<file path="config.mk">
export PLATFORM = sky130hd
export DESIGN_NAME = ntsc_top
export DESIGN_NICKNAME = d
export VERILOG_FILES = /design/src/ntsc_pkg.sv /design/src/ntsc_shift_if.sv /design/src/ntsc_shifter.sv /design/src/ntsc_top.sv
export SDC_FILE = /design/constraint.sdc
export NUM_CORES = 1
export LEC_CHECK = 0
export ABC_AREA = 1
export BUFFER_PORTS_ARGS = -buffer_cell sky130_fd_sc_hd__buf_4
export CELL_PAD_IN_SITES_DETAIL_PLACEMENT = 1
export CELL_PAD_IN_SITES_GLOBAL_PLACEMENT = 1
export CORE_MARGIN = 3
export CORE_UTILIZATION = 47
export DETAILED_ROUTE_END_ITERATION = 10
export MAX_ROUTING_LAYER = met4
export PLACE_DENSITY_LB_ADDON = 0.1
export SYNTH_ARGS = -nofsm -noshare
export SYNTH_HDL_FRONTEND = slang
export SYNTH_SLANG_ARGS = --single-unit
</file>
<file path="constraint.sdc">
create_clock -name clock_i -period 3.08 [get_ports clock_i]
set_input_delay 0.462 -clock clock_i [delete_from_list [all_inputs] [get_ports clock_i]]
set_output_delay 0.462 -clock clock_i [all_outputs]
set_load 0.05 [all_outputs]
</file>
<file path="src/ntsc_pkg.sv">
package ntsc_pkg;
    localparam int NTSC_CHANNELS = 4;
    localparam int NTSC_WORD_BITS = 16;
    localparam int NTSC_ADDR_BITS = 13;
    localparam int NTSC_BYPASS_POS = 15;
    localparam int NTSC_ZERO_HI_POS = 14;
    localparam int NTSC_ZERO_LO_POS = 13;
    localparam int NTSC_CLK_HZ = 40_000_000;
    localparam int NTSC_CLK_NS = 1_000_000_000 / NTSC_CLK_HZ;
    // Retune completion time in ns and disruption pulse in ns.
    localparam int NTSC_TUNE_NS = 50_000;
    localparam int NTSC_DISRUPT_NS = 2_600;
    // Pin synchroniser, edge detect and word strobe delay the start of the
    // retune count, so the count is cut by that delay to keep the bound.
    localparam int NTSC_SYNC_LAT_CYC = 5;
    localparam int NTSC_TUNE_CYC =
        NTSC_TUNE_NS / NTSC_CLK_NS - NTSC_SYNC_LAT_CYC;
    localparam int NTSC_DISRUPT_CYC = NTSC_DISRUPT_NS / NTSC_CLK_NS;
    localparam logic [12:0] NTSC_ADDR_RESET = 13'h0000;
    localparam logic [12:0] NTSC_ZONE_LO_1 = 13'h08CA;
    localparam logic [12:0] NTSC_ZONE_LO_2 = 13'h0BB8;
    localparam logic [12:0] NTSC_ZONE_LO_3 = 13'h0EA6;
    localparam logic [12:0] NTSC_ZONE_LO_4 = 13'h1194;
    localparam logic [12:0] NTSC_ZONE_HI_4 = 13'h1400;
    localparam logic [4:0] NTSC_BITCNT_LAST = 5'h10;
    typedef enum logic [1:0] {
        NTSC_IDLE = 2'b00,
        NTSC_TUNE = 2'b01,
        NTSC_HOLD = 2'b11
    } ntsc_state_t;
endpackage

</file>
<file path="src/ntsc_shift_if.sv">
`timescale 1ns/1ps
interface ntsc_shift_if;
    logic sel_active;
    logic clk_rise;
    logic data_bit;
    logic word_valid;
    logic [15:0] word;
    modport shifter(input sel_active, clk_rise, data_bit,
                    output word_valid, word);
    modport ctrl(output sel_active, clk_rise, data_bit,
                 input word_valid, word);
endinterface

</file>
<file path="src/ntsc_shifter.sv">
`timescale 1ns/1ps
module ntsc_shifter
    import ntsc_pkg::*;
(
    input wire logic clock_i,
    input wire logic srst_i,
    ntsc_shift_if.shifter sh
);
    logic [15:0] word_ff, nxt_word;
    logic [4:0] cnt_ff, nxt_cnt;
    logic valid_ff, nxt_valid;

    always_comb begin
        nxt_word = word_ff;
        nxt_cnt = cnt_ff;
        nxt_valid = 1'b0;
        if (!sh.sel_active) begin
            nxt_cnt = '0;
        end else if (sh.clk_rise && cnt_ff < NTSC_BITCNT_LAST) begin
            nxt_word = {word_ff[14:0], sh.data_bit};
            nxt_cnt = cnt_ff + 5'h01;
            nxt_valid = (cnt_ff == NTSC_BITCNT_LAST - 5'h01);
        end
    end

    always_ff @(posedge clock_i) begin
        if (srst_i) begin
            word_ff <= '0;
            cnt_ff <= '0;
            valid_ff <= 1'b0;
        end else begin
            word_ff <= nxt_word;
            cnt_ff <= nxt_cnt;
            valid_ff <= nxt_valid;
        end
    end

    assign sh.word = word_ff;
    assign sh.word_valid = valid_ff;
endmodule

</file>
<file path="src/ntsc_top.sv">
`timescale 1ns/1ps
module ntsc_top
    import ntsc_pkg::*;
#(
    parameter int TUNE_CYC = NTSC_TUNE_CYC
)(
    input wire logic clock_i,
    input wire logic srst_i,
    input wire logic [3:0] notch_select_n_i,
    input wire logic spi_clk_i,
    input wire logic spi_mosi_i,
    output logic [3:0] tune_done_o,
    output logic passband_disrupt_flag_o,
    output logic [3:0] bypass_bit_o,
    output logic [51:0] tune_addr_o
);
    // The retune counter is sixteen bits wide.
    if (TUNE_CYC < 1 || TUNE_CYC > 65535) begin : g_bad_tune_cyc
        $error("TUNE_CYC out of range");
    end

    // Two flops on every pin; only stage two is read by logic.
    logic [5:0] sync1_ff, sync2_ff, nxt_sync1, nxt_sync2;
    logic clk_prev_ff, nxt_clk_prev;
    always_comb begin
        nxt_sync1 = {spi_mosi_i, spi_clk_i, notch_select_n_i};
        nxt_sync2 = sync1_ff;
        nxt_clk_prev = sync2_ff[4];
    end
    always_ff @(posedge clock_i) begin
        if (srst_i) begin
            sync1_ff <= 6'h0F;
            sync2_ff <= 6'h0F;
            clk_prev_ff <= 1'b0;
        end else begin
            sync1_ff <= nxt_sync1;
            sync2_ff <= nxt_sync2;
            clk_prev_ff <= nxt_clk_prev;
        end
    end

    logic [3:0] sel_n;
    assign sel_n = sync2_ff[3:0];

    // frame opens on select fall
    // Only a notch whose select fell and has stayed low since takes its
    // word. A fresh fall also restarts the shared bit count, so a host that
    // keeps one notch selected cannot lock out frames aimed at the others.
    logic [3:0] sel_prev_ff, nxt_sel_prev, open_ff, nxt_open, sel_fall;
    always_comb begin
        sel_fall = sel_prev_ff & ~sel_n;
        nxt_sel_prev = sel_n;
        nxt_open = (open_ff | sel_fall) & ~sel_n;
    end
    always_ff @(posedge clock_i) begin
        if (srst_i) begin
            sel_prev_ff <= 4'hF;
            open_ff <= 4'h0;
        end else begin
            sel_prev_ff <= nxt_sel_prev;
            open_ff <= nxt_open;
        end
    end

    ntsc_shift_if sh();
    // Single shared shifter: any low select enables it, and a select fall
    // forces one idle cycle so that every frame starts from bit zero.
    assign sh.sel_active = ~&sel_n & ~|sel_fall;
    assign sh.clk_rise = sync2_ff[4] & ~clk_prev_ff;
    assign sh.data_bit = sync2_ff[5];

    ntsc_shifter u_shift (
        .clock_i(clock_i),
        .srst_i(srst_i),
        .sh(sh)
    );

    logic [12:0] zone_lo [NTSC_CHANNELS+1];
    assign zone_lo[0] = NTSC_ZONE_LO_1;
    assign zone_lo[1] = NTSC_ZONE_LO_2;
    assign zone_lo[2] = NTSC_ZONE_LO_3;
    assign zone_lo[3] = NTSC_ZONE_LO_4;
    assign zone_lo[4] = NTSC_ZONE_HI_4 + 13'h0001;

    logic [3:0] done_ff, nxt_done, byp_ff, nxt_byp, chg;
    logic [12:0] addr_ff [NTSC_CHANNELS];
    logic [12:0] nxt_addr [NTSC_CHANNELS];
    ntsc_state_t st_ff [NTSC_CHANNELS];
    ntsc_state_t nxt_st [NTSC_CHANNELS];
    logic [15:0] tcnt_ff [NTSC_CHANNELS];
    logic [15:0] nxt_tcnt [NTSC_CHANNELS];

    genvar g;
    generate
        for (g = 0; g < NTSC_CHANNELS; g++) begin : g_ch
            logic hit, in_zone, zeros_ok;
            assign hit = sh.word_valid & ~sel_n[g] & open_ff[g];
            assign in_zone = sh.word[12:0] >= zone_lo[g] &&
                             sh.word[12:0] < zone_lo[g+1];
            assign zeros_ok = ~sh.word[NTSC_ZERO_HI_POS] &
                              ~sh.word[NTSC_ZERO_LO_POS];
            always_comb begin
                nxt_st[g] = st_ff[g];
                nxt_tcnt[g] = tcnt_ff[g];
                nxt_addr[g] = addr_ff[g];
                nxt_byp[g] = byp_ff[g];
                nxt_done[g] = done_ff[g];
                chg[g] = 1'b0;
                unique case (st_ff[g])
                    NTSC_IDLE: begin
                        nxt_done[g] = 1'b1;
                        if (hit && zeros_ok) begin
                            // out of zone keeps old state unless the bypass bit is set
                            if (in_zone || sh.word[NTSC_BYPASS_POS]) begin
                                nxt_byp[g] = sh.word[NTSC_BYPASS_POS];
                                if (in_zone) begin
                                    nxt_addr[g] = sh.word[12:0];
                                end
                                chg[g] = (nxt_addr[g] != addr_ff[g]) ||
                                         (nxt_byp[g] != byp_ff[g]);
                                nxt_done[g] = 1'b0;
                                nxt_tcnt[g] = 16'(TUNE_CYC - 1);
                                nxt_st[g] = NTSC_TUNE;
                            end
                        end
                    end
                    NTSC_TUNE: begin
                        if (tcnt_ff[g] == 16'h0000) begin
                            nxt_done[g] = 1'b1;
                            nxt_st[g] = NTSC_HOLD;
                        end else begin
                            nxt_tcnt[g] = tcnt_ff[g] - 16'h0001;
                        end
                    end
                    NTSC_HOLD: begin
                        // Words arriving here are dropped until select rises.
                        // wait for select high
                        if (sel_n[g]) begin
                            nxt_st[g] = NTSC_IDLE;
                        end
                    end
                    default: nxt_st[g] = NTSC_IDLE;
                endcase
            end
            always_ff @(posedge clock_i) begin
                if (srst_i) begin
                    st_ff[g] <= NTSC_IDLE;
                    tcnt_ff[g] <= '0;
                    addr_ff[g] <= NTSC_ADDR_RESET;
                    byp_ff[g] <= 1'b1;
                    done_ff[g] <= 1'b1;
                end else begin
                    st_ff[g] <= nxt_st[g];
                    tcnt_ff[g] <= nxt_tcnt[g];
                    addr_ff[g] <= nxt_addr[g];
                    byp_ff[g] <= nxt_byp[g];
                    done_ff[g] <= nxt_done[g];
                end
            end
            assign tune_addr_o[g*13 +: 13] = addr_ff[g];
        end
    endgenerate

    // Disruption pulse, restarted by each new change.
    logic [7:0] pcnt_ff, nxt_pcnt;
    logic pb_ff, nxt_pb;
    always_comb begin
        nxt_pcnt = pcnt_ff;
        nxt_pb = pb_ff;
        if (|chg) begin
            nxt_pcnt = 8'(NTSC_DISRUPT_CYC - 1);
            nxt_pb = 1'b1;
        end else if (pcnt_ff != 8'h00) begin
            nxt_pcnt = pcnt_ff - 8'h01;
        end else begin
            nxt_pb = 1'b0;
        end
    end
    always_ff @(posedge clock_i) begin
        if (srst_i) begin
            pcnt_ff <= '0;
            pb_ff <= 1'b0;
        end else begin
            pcnt_ff <= nxt_pcnt;
            pb_ff <= nxt_pb;
        end
    end

    assign tune_done_o = done_ff;
    assign bypass_bit_o = byp_ff;
    assign passband_disrupt_flag_o = pb_ff;
endmodule

</file>
* Yosys cells after proc, flatten, opt, wreduce, memory -nomap -nowiden
Memory sizes are Yosys's and may differ from the RTL's.
Cells that the tools add are included.
** Storage, ports and cells
- Output and inout port bits :: 61
- Register bits after elaboration :: 60
- Word-level logic and storage cells :: 254
- Memory bits (writable) :: 124
- Memories :: 3
- Bits in latches :: 0
- Bits of input ports :: 8
- ROM bits :: 0
** Cells by class
- Multiply operators :: 0
- Div/mod/pow operators :: 0
- $lt $le $gt $ge :: 9
- Mux-type cells :: 111
- Add/sub/neg operators :: 6
- Shift operators :: 0
- Reduce and logical (&&, ||, !) cells :: 48
- Equality and inequality tests :: 22
- Bitwise logic cells :: 36
** Memories
- tcnt_ff :: words 4, width 16, read ports 4, clocked after Yosys merged registers in 0, wr ports 4, RTL line ntsc_top.sv:90 : logic [15:0] tcnt_ff [NTSC_CHANNELS];
- addr_ff :: words 4, width 13, read ports 4, clocked after Yosys merged registers in 0, wr ports 4, RTL line ntsc_top.sv:86 : logic [12:0] addr_ff [NTSC_CHANNELS];
- st_ff :: words 4, width 2, read ports 4, clocked after Yosys merged registers in 0, wr ports 4, RTL line ntsc_top.sv:88 : ntsc_state_t st_ff [NTSC_CHANNELS];
** Operators with widths (number)
- $mux 13 :: 32
- $mux 16 :: 16
- $pmux 16 s2 :: 4
- $logic_not 16->1 :: 4
- $sub 16x1->16 const B :: 4
- $ne 13x13->1 :: 4
- $mux 2 :: 20
- $ge 13x12->1 const B :: 3
- $mux 1 :: 29
- $lt 13x12->1 const B :: 2
- $lt 13x13->1 const B :: 2
- $pmux 2 s3 :: 4
- $mux 7 :: 2
- $ge 13x13->1 const B :: 1
- $or 1x1->1 :: 12
- $reduce_and 3->1 :: 4
- $and 1x1->1 :: 11
- $ne 2x2->1 const B :: 5
- $reduce_and 2->1 :: 5
- $reduce_bool 2->1 :: 5
- $logic_and 1x1->1 :: 9
- $not 1->1 :: 9
- $and 4x4->4 :: 2
- $eq 2x1->1 const B :: 4
- other kinds (18) :: 39

* Logic depth before layout (Yosys ltp)
- Word-level depth :: 13
- Gate-level depth with buffers :: 22
- Gate-level depth less buffers :: 20

* Modules after synthesis
Synthesis repeated with hierarchy kept, for this count alone.
** Unflattened totals
- Cells, all modules :: 1470
- Area total of the unflattened synthesis :: 9895.7 µm²
** Modules (own cells, without submodules)
- ntsc_top :: seq. area each 3243.1 µm², cells each 1359, times used 1, area each 9002.4 µm²
- ntsc_shifter :: seq. area each 440.4 µm², cells each 111, times used 1, area each 893.4 µm²

* Least setup slack after synthesis
Ideal clock, no wire load.
- Path type :: register to register
- Start point :: reg u_shift.word_ff[10], in the netlist u_shift.sh.word[10]
- End point :: reg pcnt_ff[0]
- Library setup time :: 134 ps
- Path slack :: 1089 ps
- Required time :: 2946 ps
- Arrival time :: 1857 ps
- Path buffers :: 2
- Period minus slack after synthesis :: 1991 ps
- Cell stages (with the launch flop) :: 19
- Cell sequence :: dfxtp_1 -> buf_4 -> inv_4 -> nand2_4 -> nor2_2 -> nand3_4 -> nand2_8 -> inv_4 -> buf_6 -> nand4_1 -> nand2_1 -> nor2_1 -> nand2_1 -> nor2_1 -> nand2_1 -> nand2_1 -> nand2_2 -> nor2_4 -> a21oi_1
** On the way
- Cells in the longest elaborated chain, start to end :: 13
- Elaborated cells between the ends (all ways) :: 55
- Classes of those cells :: 8 x order compare; 4 x eq/ne; 29 x mux; 14 x reduce/logical
** Ends and longest elaborated chain
- start, declared :: RTL line ntsc_shifter.sv:9 : logic [15:0] word_ff, nxt_word;
- start signal, assigned :: RTL line ntsc_shifter.sv:32 : word_ff <= nxt_word;
- $ge 13x12->1 (tied with other cells) :: RTL line ntsc_top.sv:98 : assign in_zone = sh.word[12:0] >= zone_lo[g] &&
- $logic_and 1x1->1 :: RTL line ntsc_top.sv:98
- $mux 13 :: RTL line ntsc_top.sv:116 : if (in_zone) begin
- $mux 13 :: RTL line ntsc_top.sv:114 : if (in_zone || sh.word[NTSC_BYPASS_POS]) begin
- $mux 13 :: RTL line ntsc_top.sv:112 : if (hit && zeros_ok) begin
- $mux 13 :: RTL line ntsc_top.sv:109 : unique case (st_ff[g])
- $ne 13x13->1 :: RTL line ntsc_top.sv:119 : chg[g] = (nxt_addr[g] != addr_ff[g]) ||
- $logic_or 1x1->1 :: RTL line ntsc_top.sv:119
- $mux 1 :: RTL line ntsc_top.sv:114
- $mux 1 :: RTL line ntsc_top.sv:112
- $mux 1 :: RTL line ntsc_top.sv:109
- $reduce_or 4->1 * :: RTL line ntsc_top.sv:170 : if (|chg) begin
- $mux 7 / $reduce_bool 2->1 (equally long branches)
- end signal, assigned :: RTL line ntsc_top.sv:184 : pcnt_ff <= nxt_pcnt;
- end, declared :: RTL line ntsc_top.sv:165 : logic [7:0] pcnt_ff, nxt_pcnt;
Mark *: on every way between the ends. The rest lies on a longest branch, timed or not. The select of a mux whose other input is x is not followed.
A chain may end at the register's enable or synchronous reset.

==> report_table.html <==
<table>
<tr><th>Metric</th><th>Value</th></tr>
<tr><th colspan="2">Run status</th></tr>
<tr><td>Run status</td><td>completed</td></tr>
<tr><th colspan="2">Routing</th></tr>
<tr><td>Number of remaining DRC errors</td><td>0</td></tr>
<tr><td>DR vias/cell</td><td>5.54</td></tr>
<tr><td>Number of detailed-routing iterations run before antenna repair</td><td>5</td></tr>
<tr><td>Average wire per cell in the routed design</td><td>17.6 um</td></tr>
<tr><td>Number of vias in the routed layout</td><td>9742</td></tr>
<tr><td>Post-route ant nets</td><td>0</td></tr>
<tr><td>Total wire length after detailed routing</td><td>30.9 mm</td></tr>
<tr><td>Iteration-0 DRC Markers</td><td>549</td></tr>
<tr><th colspan="2">Clock network</th></tr>
<tr><td>Number of gates resized after CTS</td><td>0</td></tr>
<tr><td>CTS tree</td><td>built</td></tr>
<tr><td>Number of buffers inserted during clock tree synthesis</td><td>17</td></tr>
<tr><td>Maximum number of buffers from clock root to sink</td><td>2</td></tr>
<tr><td>Root Buffer Master</td><td>sky130_fd_sc_hd__clkbuf_16</td></tr>
<tr><td>Worst-skew pair later-pin latency</td><td>0.45 ns</td></tr>
<tr><td>H-Tree Depth</td><td>4</td></tr>
<tr><td>Number of sinks driven by the clock tree</td><td>184</td></tr>
<tr><td>Number of hold buffers added after cts</td><td>0</td></tr>
<tr><td>Post-CTS clock slew at the launch and capture registers of the worst setup and hold paths</td><td>0.07 ns</td></tr>
<tr><td>Buffers inserted by post-CTS timing repair</td><td>0</td></tr>
<tr><th colspan="2">Timing</th></tr>
<tr><td>Period Utilization, post-route</td><td>90.4%</td></tr>
<tr><td>Unrepaired setup endpoints after global routing</td><td>no</td></tr>
<tr><td>Summed negative setup slack over all endpoints</td><td>0 ns</td></tr>
<tr><td>Final min period</td><td>2.79 ns</td></tr>
<tr><td>Final Hold Violating Endpoints</td><td>0</td></tr>
<tr><td>Setup-failing EPs final</td><td>0</td></tr>
<tr><td>Setup clock skew after layout</td><td>0.0110 ns</td></tr>
<tr><td>Actual slew at the worst max-slew pin</td><td>0.735 ns</td></tr>
<tr><td>Worst-case headroom to the max-slew limit</td><td>50.6%</td></tr>
<tr><td>Max-slew violations</td><td>0</td></tr>
<tr><td>Peak Freq</td><td>359 MHz</td></tr>
<tr><th colspan="2">Synthesis</th></tr>
<tr><td>Yosys warnings</td><td>0</td></tr>
<tr><td>Count leader, synth</td><td>sky130_fd_sc_hd__nand2_1</td></tr>
<tr><td>EDFF count, synth</td><td>0</td></tr>
<tr><td>Yosys top cell area share</td><td>37.7%</td></tr>
<tr><td>Fraction of registers with async set/reset</td><td>0%</td></tr>
<tr><td>Leading post-synthesis cells by instance count</td><td>234 x sky130_fd_sc_hd__nand2_1, 198 x sky130_fd_sc_hd__nor2_1, 184 x sky130_fd_sc_hd__dfxtp_1, 162 x sky130_fd_sc_hd__inv_1, 153 x sky130_fd_sc_hd__a21oi_1</td></tr>
<tr><td>Portion of the post-synthesis area used by sequential elements</td><td>37.7%</td></tr>
<tr><td>Yosys reg bits</td><td>184</td></tr>
<tr><td>Cell count after synthesis</td><td>1421</td></tr>
<tr><td>Synth Net Count</td><td>1437</td></tr>
<tr><td>Synthesized area divided by synthesized cell count</td><td>6.88 sq um</td></tr>
<tr><td>Synthesized cell area</td><td>9780 sq um</td></tr>
<tr><td>Distinct cell type count of the synthesized netlist</td><td>51</td></tr>
<tr><td>Top cell type by total area after synthesis</td><td>sky130_fd_sc_hd__dfxtp_1</td></tr>
<tr><td>Cell types with the largest area share after synthesis</td><td>sky130_fd_sc_hd__dfxtp_1 38%, sky130_fd_sc_hd__nand2_1 9.0%, sky130_fd_sc_hd__a21oi_1 7.8%</td></tr>
<tr><td>Dominant register cell in the synthesized netlist</td><td>sky130_fd_sc_hd__dfxtp_1</td></tr>
<tr><th colspan="2">Critical path</th></tr>
<tr><td>R2r startpoint</td><td>u_shift.sh.word[10]</td></tr>
<tr><td>Worst-path maximum fanout</td><td>13</td></tr>
<tr><td>Register-to-register path setup slack</td><td>0.29 ns</td></tr>
<tr><td>Worst Setup EP</td><td>tcnt_ff[0][14]</td></tr>
<tr><td>Startpoint of the most critical setup path</td><td>u_shift.sh.word[10]</td></tr>
<tr><td>Type of the worst setup path</td><td>register to register</td></tr>
<tr><td>Worst reg2reg path depth</td><td>14</td></tr>
<tr><td>Arrival time worst endpoint</td><td>3.16 ns</td></tr>
<tr><td>Required @ worst endpoint</td><td>3.46 ns</td></tr>
<tr><td>CP startpoint kind</td><td>register</td></tr>
<tr><td>Critical register-to-register path endpoint</td><td>tcnt_ff[0][14]</td></tr>
<tr><td>Type of element capturing the critical path</td><td>register</td></tr>
<tr><th colspan="2">Global routing</th></tr>
<tr><td>Antenna violations before repair</td><td>0</td></tr>
<tr><td>Overflow after GRT</td><td>0</td></tr>
<tr><td>Gr usage total</td><td>28.7%</td></tr>
<tr><td>Number of global-route vias before repair</td><td>9931</td></tr>
<tr><td>First-pass GRT wire length</td><td>50.5 mm</td></tr>
<tr><td>Maximum number of pins on one net before global-route repair</td><td>44</td></tr>
<tr><th colspan="2">Job</th></tr>
<tr><td>Max-cap violation count</td><td>0</td></tr>
<tr><th colspan="2">Placement</th></tr>
<tr><td>Buffers on Ports</td><td>68</td></tr>
<tr><td>Detailed placer's ending HPWL</td><td>21.9 mm</td></tr>
<tr><td>Routability-driven placement congestion ratio</td><td>0.958</td></tr>
<tr><th colspan="2">Pwr</th></tr>
<tr><td>Leakage power summed over all cells</td><td>4.88 nW</td></tr>
<tr><td>Power Total</td><td>0.00539 W</td></tr>
<tr><td>Worst ir drop on vdd</td><td>0.344 mV</td></tr>
<tr><td>Power per Cell Area</td><td>484 nW/um^2</td></tr>
<tr><th colspan="2">Die</th></tr>
<tr><td>Total number of placement rows</td><td>52</td></tr>
<tr><td>Total I/O pin count</td><td>69</td></tr>
<tr><td>Total die area</td><td>22600 sq um</td></tr>
<tr><td>Core Footprint</td><td>20400 sq um</td></tr>
<tr><td>Chip height</td><td>150 um</td></tr>
<tr><td>Die extent in x</td><td>150 um</td></tr>
<tr><td>Initial cell density of the core</td><td>48.0%</td></tr>
<tr><th colspan="2">Cells and area</th></tr>
<tr><td>Final core utilization</td><td>54.7%</td></tr>
<tr><td>Layout cells sized above 1</td><td>14.1%</td></tr>
<tr><td>Fill cells</td><td>2704</td></tr>
<tr><td>Final net count</td><td>1490</td></tr>
<tr><td>Area delta synth-&gt;final</td><td>13.8%</td></tr>
<tr><td>Inserted Diodes</td><td>0</td></tr>
<tr><th colspan="2">Hold path</th></tr>
<tr><td>Type of the tightest min-delay check</td><td>input port to register</td></tr>
</table>
==> sequential cells by signal, indices dropped and copies added (netlist names) <==
register,count
tcnt_ff,64
addr_ff,52
u_shift.sh.word,16
pcnt_ff,8
st_ff,8
nxt_sync2,6
sync2_ff,6
u_shift.cnt_ff,5
bypass_bit_o,4
open_ff,4
sel_prev_ff,4
tune_done_o,4
clk_prev_ff,1
passband_disrupt_flag_o,1
u_shift.sh.word_valid,1
==> cells by family after synthesis <==
group	count (synthesis)	share of synthesized area [%]
xor+xnor	30	2.69
fa+ha+maj	8	1.02
simple gates	658	31.8
buf+inv	239	10.2
flops	184	37.7
compound gates	302	16.6
==> worst min path at each step <==
stage                              from           end  slack [ns]  cells after the start
floorplan                  nxt_sync2[4]   sync2_ff[4]        0.39                      2
global placement           nxt_sync2[0]   sync2_ff[0]        0.39                      1
detailed placement         nxt_sync2[3]   sync2_ff[3]        0.40                      1
CTS                 notch_select_n_i[1]  nxt_sync2[1]        0.18                      2
global route        notch_select_n_i[2]  nxt_sync2[2]        0.19                      2
finish              notch_select_n_i[1]  nxt_sync2[1]        0.20                      2
==> cells in the final DEF, fill, tap and decap left out, drive strengths merged, types with 16 or more instances in the layout <==
cell | Yosys | layout
a21oi | 155 | 155
nand3 | 61 | 61
nand4 | 69 | 69
or2 | 16 | 16
o21ai | 104 | 104
clkbuf | 31 | 19
nor3 | 22 | 22
a31oi | 20 | 20
buf | 28 | 93
inv | 178 | 184
dfxtp | 184 | 184
nor2 | 222 | 222
nand2 | 252 | 252
==> per-layer routing <==
metal	up-vias	wire length, um	GRT usage [%]
li1	4776	-	-
met1	4700	13500	33.7
met2	191	15400	49.9
met3	75	1020	3.79
met4	0	1030	11.6
met5	-	0	-
==> through the flow <==
stage / cells / setup slack [ns] / cell area, sq um / hold slack [ns]
global placement: 1725 / 0.426 / 10500 / 0.392
global route: 1757 / 0.0432 / 11100 / 0.189
CTS: 1757 / 0.267 / 11100 / 0.181
finish: 1757 / 0.295 / 11100 / 0.197
detailed placement: 1725 / 0.276 / 10500 / 0.398
floorplan: 1421 / 1.09 / 9780 / 0.388
==> power breakdown <==
part / switching, W / leakage (nW) / internal (W) / total, W
clock: 0.00106 / 0.305 / 0.00133 / 0.00239
combinational: 0.000325 / 3.09 / 0.000179 / 0.000504
sequential: 0.0000520 / 1.49 / 0.00244 / 0.00250
total: 0.00144 / 4.88 / 0.00395 / 0.00539
==> final cells by class <==
| cell class | instances | area (sq um) | area share (%) |
|---|---|---|---|
| multi-input combinational | 998 | 5090 | 45.8 |
| sequential | 184 | 3680 | 33.1 |
| timing repair buffer | 93 | 698 | 6.27 |
| inverter | 180 | 684 | 6.15 |
| clock buffer | 19 | 443 | 3.98 |
| tap | 270 | 338 | 3.04 |
| clock inverter | 13 | 189 | 1.70 |
==> critical path: stages, from the launching register on <==
cell and delay [ns]:
sky130_fd_sc_hd__dfxtp_1 0.66, sky130_fd_sc_hd__nor2_2 0.09, sky130_fd_sc_hd__nand3_2 0.14, sky130_fd_sc_hd__nor2_4 0.05, sky130_fd_sc_hd__nor2_2 0.26, sky130_fd_sc_hd__nand2_4 0.18, sky130_fd_sc_hd__nand2_2 0.12, sky130_fd_sc_hd__nand3_4 0.14
sky130_fd_sc_hd__nand2_2 0.24, sky130_fd_sc_hd__inv_2 0.14, sky130_fd_sc_hd__nor2_4 0.13, sky130_fd_sc_hd__nand3_2 0.12, sky130_fd_sc_hd__nor2_1 0.16, sky130_fd_sc_hd__o21ai_0 0.11, sky130_fd_sc_hd__a21oi_1 0.13
No activity file was read; power rests on OpenSTA's default activity.
